[config.mk]
export PLATFORM = sky130hd
export DESIGN_NAME = fault_flags_and_history
export DESIGN_NICKNAME = d
export VERILOG_FILES = /design/src/hw/fault_pkg.sv /design/src/hw/fault_flags_and_history.sv /design/src/hw/fault_history.sv
export SDC_FILE = /design/constraint.sdc
export NUM_CORES = 1
export LEC_CHECK = 0
export BUFFER_PORTS_ARGS = -buffer_cell sky130_fd_sc_hd__buf_2
export CORE_UTILIZATION = 55
export DETAILED_ROUTE_END_ITERATION = 12
export GPL_ROUTABILITY_DRIVEN = 0
export PLACE_DENSITY = 0.81
export SYNTH_ARGS = -nofsm -noshare
export SYNTH_HDL_FRONTEND = slang
export SYNTH_SLANG_ARGS = --single-unit
[constraint.sdc]
create_clock -name clk -period 8.19 [get_ports clk]
set_clock_uncertainty 0.1 [all_clocks]
set_input_delay 0.819 -clock clk [delete_from_list [all_inputs] [get_ports clk]]
set_output_delay 0.819 -clock clk [all_outputs]
set_load 0.03 [all_outputs]
[src/hw/fault_pkg.sv]
// Shared constants for the fault flag and fault history block
package fault_pkg;

  // ---------------------------------------------------------------
  // Object indices and sub-entries
  // ---------------------------------------------------------------
  localparam logic [15:0] IDX_FAULT_FLAGS = 16'h1001;
  localparam logic [15:0] IDX_FAULT_LOG = 16'h1003;
  localparam logic [7:0] SUB_COUNT = 8'h00;
  localparam logic [7:0] SUB_FIRST_ENTRY = 8'h01;
  localparam logic [7:0] SUB_LAST_ENTRY = 8'h08;

  // ---------------------------------------------------------------
  // Fault flag fields and reset values
  // ---------------------------------------------------------------
  localparam int FLAG_GENERAL = 0;
  localparam int FLAG_OVERCURRENT = 1;
  localparam int FLAG_SUPPLY = 2;
  localparam int FLAG_TEMPERATURE = 3;
  localparam int FLAG_LINK = 4;
  localparam int FLAG_PROFILE = 5;
  localparam int FLAG_UNUSED_SIX = 6;
  localparam int FLAG_VENDOR = 7;
  localparam logic [7:0] FLAGS_LIVE_MASK = 8'hbf;
  localparam logic [7:0] FLAGS_RESET = 8'h00;

  // ---------------------------------------------------------------
  // History record layout, depth and counter
  // ---------------------------------------------------------------
  localparam int REC_CAUSE_LSB = 24;
  localparam int REC_CATEGORY_LSB = 16;
  localparam int REC_CODE_LSB = 0;
  localparam int LOG_DEPTH = 8;
  localparam logic [31:0] REC_RESET = 32'h0000_0000;
  localparam logic [7:0] COUNT_RESET = 8'h00;
  localparam logic [7:0] COUNT_MAX = 8'h08;
  localparam logic [7:0] COUNT_ONE = 8'h01;

  // ---------------------------------------------------------------
  // Abort codes
  // ---------------------------------------------------------------
  localparam logic [31:0] ABORT_NO_DATA = 32'h0800_0024;
  localparam logic [31:0] ABORT_NO_OBJECT = 32'h0602_0000;
  localparam logic [31:0] ABORT_NO_SUBINDEX = 32'h0609_0011;
  localparam logic [31:0] ABORT_READ_ONLY = 32'h0601_0002;
  localparam logic [31:0] ABORT_BAD_VALUE = 32'h0609_0030;

  typedef enum logic [2:0] {
    ACC_READ_FLAGS,
    ACC_READ_COUNT,
    ACC_READ_ENTRY,
    ACC_CLEAR_LOG,
    ACC_ABORT
  } access_kind_t;

endpackage

[src/hw/fault_flags_and_history.sv]
// Fault flag register and fault history with object access port
`timescale 1ns/1ns
module fault_flags_and_history
  import fault_pkg::*;
(
  input wire logic clk, // System clock, 100 MHz
  input wire logic rst, // Synchronous reset, active high
  input wire logic [7:0] fault_present, // Category fault levels
  input wire logic log_valid, // One-cycle pulse: new fault occurrence
  input wire logic [7:0] log_cause, // Fault cause number
  input wire logic [15:0] log_code, // 16-bit fault code
  input wire logic req_valid, // Object access request pulse
  input wire logic req_write, // 1 write, 0 read
  input wire logic [15:0] req_index, // Object index
  input wire logic [7:0] req_subindex, // Object sub-entry
  input wire logic [31:0] req_wdata, // Write value
  output logic resp_valid, // Answer pulse, one cycle after request
  output logic resp_abort, // Answer is an abort
  output logic [31:0] resp_data, // Read data, zero on abort or write
  output logic [31:0] resp_abort_code, // Abort code, zero when not aborted
  output logic [7:0] fault_flags, // Flag register for process data
  output logic [7:0] fault_log_count // Current fault count
);

  // ---------------------------------------------------------------
  // State
  // ---------------------------------------------------------------
  logic [7:0] flags_q;
  logic [7:0] flags_d;
  logic [7:0] count_q;
  logic [7:0] count_d;
  logic resp_valid_q;
  logic resp_abort_q;
  logic [31:0] resp_data_q;
  logic [31:0] resp_code_q;
  logic resp_abort_d;
  logic [31:0] resp_data_d;
  logic [31:0] resp_code_d;

  // ---------------------------------------------------------------
  // Request decode
  // ---------------------------------------------------------------
  wire hit_flags = (req_index == IDX_FAULT_FLAGS);
  wire hit_log = (req_index == IDX_FAULT_LOG);
  wire sub_zero = (req_subindex == SUB_COUNT);
  wire sub_entry = (req_subindex >= SUB_FIRST_ENTRY) && (req_subindex <= SUB_LAST_ENTRY);
  wire [7:0] sub_pos = req_subindex - SUB_FIRST_ENTRY;
  wire log_empty = (count_q == COUNT_RESET);
  wire wdata_zero = (req_wdata == 32'h0000_0000);
  wire [31:0] entry_rec;
  wire [31:0] new_rec;
  access_kind_t kind;
  logic [31:0] kind_abort;

  // Sort each request into one kind and, for refusals, its abort code
  always_comb begin
    kind = ACC_ABORT;
    kind_abort = ABORT_NO_OBJECT;
    if (hit_flags) begin
      if (!sub_zero) begin
        kind_abort = ABORT_NO_SUBINDEX;
      end else if (req_write) begin
        kind_abort = ABORT_READ_ONLY;
      end else begin
        kind = ACC_READ_FLAGS;
      end
    end else if (hit_log) begin
      if (sub_zero) begin
        if (!req_write) begin
          kind = ACC_READ_COUNT;
        end else if (wdata_zero) begin
          kind = ACC_CLEAR_LOG;
        end else begin
          kind_abort = ABORT_BAD_VALUE;
        end
      end else if (sub_entry) begin
        if (req_write) begin
          kind_abort = ABORT_READ_ONLY;
        end else if (log_empty) begin
          kind_abort = ABORT_NO_DATA;
        end else begin
          kind = ACC_READ_ENTRY;
        end
      end else begin
        kind_abort = ABORT_NO_SUBINDEX;
      end
    end
  end

  wire clear_log = req_valid && (kind == ACC_CLEAR_LOG);

  // ---------------------------------------------------------------
  // Flag register
  // ---------------------------------------------------------------
  // flags track faults
  assign flags_d = fault_present & FLAGS_LIVE_MASK;

  always_ff @(posedge clk) begin
    if (rst) begin
      flags_q <= FLAGS_RESET;
    end else begin
      flags_q <= flags_d;
    end
  end

  // ---------------------------------------------------------------
  // History records
  // ---------------------------------------------------------------
  // record layout
  assign new_rec = (32'(log_cause) << REC_CAUSE_LSB)
                 | (32'(flags_q) << REC_CATEGORY_LSB)
                 | (32'(log_code) << REC_CODE_LSB);

  fault_history u_history (
    .clk(clk),
    .rst(rst),
    .push(log_valid),
    .push_rec(new_rec),
    .clear(clear_log),
    .rd_sel(sub_pos[2:0]),
    .rd_rec(entry_rec)
  );

  // ---------------------------------------------------------------
  // Fault count
  // ---------------------------------------------------------------
  // A fault landing in the clearing cycle is kept: it becomes the first entry
  always_comb begin
    count_d = count_q;
    if (log_valid) begin
      if (clear_log) begin
        count_d = COUNT_ONE;
      end else if (count_q < COUNT_MAX) begin
        count_d = count_q + COUNT_ONE;
      end
    end else if (clear_log) begin
      count_d = COUNT_RESET;
    end
  end

  always_ff @(posedge clk) begin
    if (rst) begin
      count_q <= COUNT_RESET;
    end else begin
      count_q <= count_d;
    end
  end

  // ---------------------------------------------------------------
  // Response
  // ---------------------------------------------------------------
  // Reads see state as it stood in the request cycle, before any update
  always_comb begin
    resp_abort_d = 1'b0;
    resp_data_d = 32'h0000_0000;
    resp_code_d = 32'h0000_0000;
    case (kind)
      ACC_READ_FLAGS: begin
        resp_data_d = 32'(flags_q);
      end
      ACC_READ_COUNT: begin
        resp_data_d = 32'(count_q);
      end
      ACC_READ_ENTRY: begin
        resp_data_d = entry_rec;
      end
      ACC_CLEAR_LOG: begin
        resp_data_d = 32'h0000_0000;
      end
      ACC_ABORT: begin
        resp_abort_d = 1'b1;
        resp_code_d = kind_abort;
      end
      default: begin
        resp_abort_d = 1'b1;
        resp_code_d = ABORT_NO_OBJECT;
      end
    endcase
  end

  always_ff @(posedge clk) begin
    if (rst) begin
      resp_valid_q <= 1'b0;
      resp_abort_q <= 1'b0;
      resp_data_q <= 32'h0000_0000;
      resp_code_q <= 32'h0000_0000;
    end else begin
      resp_valid_q <= req_valid;
      resp_abort_q <= req_valid && resp_abort_d;
      resp_data_q <= req_valid ? resp_data_d : 32'h0000_0000;
      resp_code_q <= req_valid ? resp_code_d : 32'h0000_0000;
    end
  end

  // ---------------------------------------------------------------
  // Outputs
  // ---------------------------------------------------------------
  assign resp_valid = resp_valid_q;
  assign resp_abort = resp_abort_q;
  assign resp_data = resp_data_q;
  assign resp_abort_code = resp_code_q;
  assign fault_flags = flags_q;
  assign fault_log_count = count_q;

endmodule

[src/hw/fault_history.sv]
// Eight-deep newest-first fault record stack
`timescale 1ns/1ns
module fault_history
  import fault_pkg::*;
(
  input wire logic clk, // System clock
  input wire logic rst, // Synchronous reset, active high
  input wire logic push, // Log one record this cycle
  input wire logic [31:0] push_rec, // Record to log
  input wire logic clear, // Empty the history
  input wire logic [2:0] rd_sel, // Position minus one
  output logic [31:0] rd_rec // Record at that position
);

  logic [31:0] entry_q [LOG_DEPTH];

  assign rd_rec = entry_q[rd_sel];

  // ---------------------------------------------------------------
  // Storage
  // ---------------------------------------------------------------
  // shift and insert
  always_ff @(posedge clk) begin
    if (rst) begin
      for (int i = 0; i < LOG_DEPTH; i++) begin
        entry_q[i] <= REC_RESET;
      end
    end else begin
      // Oldest entry falls off the end; a clear in the same cycle wins over the shift
      for (int i = LOG_DEPTH - 1; i > 0; i--) begin
        if (clear) begin
          entry_q[i] <= REC_RESET;
        end else if (push) begin
          entry_q[i] <= entry_q[i-1];
        end
      end
      if (push) begin
        entry_q[0] <= push_rec;
      end else if (clear) begin
        entry_q[0] <= REC_RESET;
      end
    end
  end

endmodule

==> flow_summary.yaml <==
grt:
  grt_use_total_pct: 22.01
  gr-usage-met3_pct: 3.800
  grt_pass1_vias: 7661
  gr-total-overflow: 0
  use_met2_pct: 36.94
  grt_max_degree: 148
  grtUsageMet1_pct: 29.43
  grt_busiest_layer: "met2"
  antenna_found_initial: 1
  grt_pass1_wl_mm: 41.38
cells_and_area:
  nets: 1144
  area_growth_pct: 14.86
  drive_above_1_share_pct: 26.33
critical_path:
  r2r-start: "fault_log_count[0]"
  r2r-end: "resp_data[6]"
  rrSetupSlack_ps: 5590
  slowest_delay_ps: 980
  crit_path_cell_trace: "buf_4 > inv_1 > ha_2 > nor3b_1 > nand4_1 > nor4_4 > or3_4 > buf_4"
  cp.arrival_ps: 4400
  cp_max_fo: 78
  path_delay_family: "simple AND/OR/NAND/NOR gates"
  required_ps: 8280
  reg2regPathDepth: 7
  cp_num_buf_inv: 3
  critPathCaptureType: "register"
  crit_top_cell: "buf_4"
  path_class: "input pin to register"
  cp-start-kind: "input pin"
  cpMaxStageDelayCell: "or3_4"
power_and_ir_drop:
  power_switching_share_pct: 22.13
  ir_drop_uv: 166.8
  p_sw_w: 0.0007728
  powerDensity_nw_per_um2: 229.2
  power.share.clock_pct: 40.7
  internal_power_w: 0.002719
  p_leak_nw: 6.031
  p_seq_share_pct: 51.5
  p_comb_share_pct: 7.8
yosys:
  syn_area_per_cell_sq_um: 14.51
  ys_top_cells_by_area: "edfxtp_1 (56%), and2_1 (12%), mux4_2 (11%)"
  syn_inst: 914
  synth_top_cell_area_share_pct: 56.16
  ys.flop_type: "edfxtp_1"
  ys_types: 50
  yosysTopAreaCell: "edfxtp_1"
  synthArstFlopShare_pct: 0
  synth_common_cells: "and2_1 (252), edfxtp_1 (248), mux4_2 (62)"
  synth-edff-count: 248
  synth_warnings: 0
  syn_area_sq_um: 13260
  ys_seq_elements: 304
  seq_area_frac_synth_pct: 64.61
  synth_most_common_cell: "and2_1"
timing:
  maxSlewHeadroom_pct: 22.77
  setup_tns_ps: 0
  slew_viol_final: 0
  rsz0062_at_grt: "no"
  max_freq_mhz: 231.9
  hold_viol: 0
  fin_crit_sh_pct: 52.65
  hold_ws_ps: 370.8
  fin_ws_ps: 3878
  setup_violations: 0
  worst_pin_slew_ps: 1156
  fin_crit_ps: 4312
clock_network:
  cts_tree: "yes"
  ctsHoldBuffers: 0
  clockBufferDepth: 3
  postCtsSetupBuffers: 0
  root_buffer: "clkbuf_16"
  clkLatencyLatePin_ps: 560
  htree_num_levels: 1
  cts.sinks: 304
  cts-buffers-inserted: 30
  cts.clk_slew.worst_paths_ps: 60
  cts.repair.resized: 0
floorplanning:
  core_area_sq_um: 23540
  start_util_pct: 56.33
  fp.dieArea_sq_um: 24740
  die_x_um: 157.3
  rows: 56
  ios: 175
  die_height_um: 157.3
detailed_routing:
  wire_per_inst_um: 18.93
  antenna_left: 0
  wirelength_mm: 26.33
  vias: 7742
  drc: 0
  drt-initial-drc-count: 547
  dr.pass1.iters: 5
  via_per_inst: 5.566
hold_path:
  worstHoldStart: "fault_present[3]"
  holdPathEnd: "fault_flags[3]"
  hp-class: "input pin to register"
  holdPathStages: 2
placed_design:
  dpl_worst_slack_ps: 3316
  hpwlAfterDp_mm: 15.83
  portBuffers: 150
status:
  outcome: "finished clean"
job:
  max_cap_viol_count: 0
[kinds of logic after synthesis]
group,count (synthesis),share of synthesized area [%]
other,1,0.02828
multiplexers,78,11.74
AND/OR/NAND/NOR,388,17.29
flip-flops,304,64.61
buffers and inverters,87,3.321
AO/OA/AOI/OAI,47,2.331
adder cells (fa/ha/maj),3,0.2831
XOR/XNOR,6,0.3963
[cell type report]
cell class	count	area (sq um)
antenna	1	2.502
clock inverter	14	181.4
fill	1719	8310
tap	319	399.1
sequential	304	8568
inverter	7	26.28
timing repair buffer	160	828.3
clock buffer	41	842.1
multi-input combinational	545	4384
[state kept, by name, summed over array words and instances (netlist names)]
signal	flops
resp_data	31
fault_log_count	8
resp_abort	1
resp_abort_code	8
fault_flags	7
resp_valid	1
u_history.entry_q	248
[how the worst max path moves through the flow]
stage | start | to | depth (start not counted)
2_1_floorplan | req_subindex[0] | u_history.entry_q[1][0] | 9
3_3_place_gp | req_subindex[0] | u_history.entry_q[4][18] | 8
3_5_place_dp | req_subindex[0] | u_history.entry_q[4][14] | 8
4_1_cts | req_subindex[0] | u_history.entry_q[4][14] | 8
5_1_grt | req_subindex[0] | u_history.entry_q[4][15] | 8
6_report | req_subindex[0] | u_history.entry_q[4][14] | 8
[power groups by stage]
stage | Sequential (W) | Combinational (W) | Clock [W]
global route | 0.00181 | 0.000294 | 0.00149
CTS | 0.00180 | 0.000274 | 0.00144
detailed placement | 0.00183 | 0.000273 | 0
finish | 0.00180 | 0.000272 | 0.00142
global placement | 0.00182 | 0.000266 | 0
floorplan | 0.00183 | 0.000195 | 0
[per-layer routing]
layer | part of all wire [%] | routed length (um)
met1 | 41 | 10820
met2 | 51 | 13390
met3 | 5.6 | 1485
met4 | 2.4 | 626
met5 | 0 | 0
[per-stage QoR]
stage	area, sq um	std cells	util (%)	total power [W]
final	15230	1391	64.70	0.003492
after detailed placement	14210	1335	60.34	0.002103
after CTS	15230	1390	64.69	0.003514
after floorplan	13340	936	-	0.002020
after global placement	14210	1335	60.34	0.002090
after global routing	15230	1390	64.69	0.003597
[placed cells by master, fill, tap and decap left out, drive strengths merged, types with 3 or more instances in the layout]
| master | synthesis | final |
|---|---|---|
| a21oi | 26 | 26 |
| and2 | 252 | 252 |
| buf | 43 | 160 |
| bufinv | 0 | 4 |
| clkbuf | 37 | 41 |
| clkinv | 0 | 8 |
| conb | 1 | 23 |
| dfxtp | 56 | 56 |
| edfxtp | 248 | 248 |
| ha | 3 | 3 |
| inv | 7 | 7 |
| mux2i | 16 | 16 |
| mux4 | 62 | 62 |
| nand2 | 58 | 58 |
| nand4 | 6 | 6 |
| nor2 | 16 | 16 |
| nor2b | 10 | 10 |
| nor3 | 9 | 9 |
| nor3b | 3 | 3 |
| nor4 | 15 | 15 |
| o22a | 7 | 7 |
| or3 | 4 | 4 |
| or4 | 4 | 4 |
| xnor2 | 4 | 4 |
(Power assumes the default switching activity.)
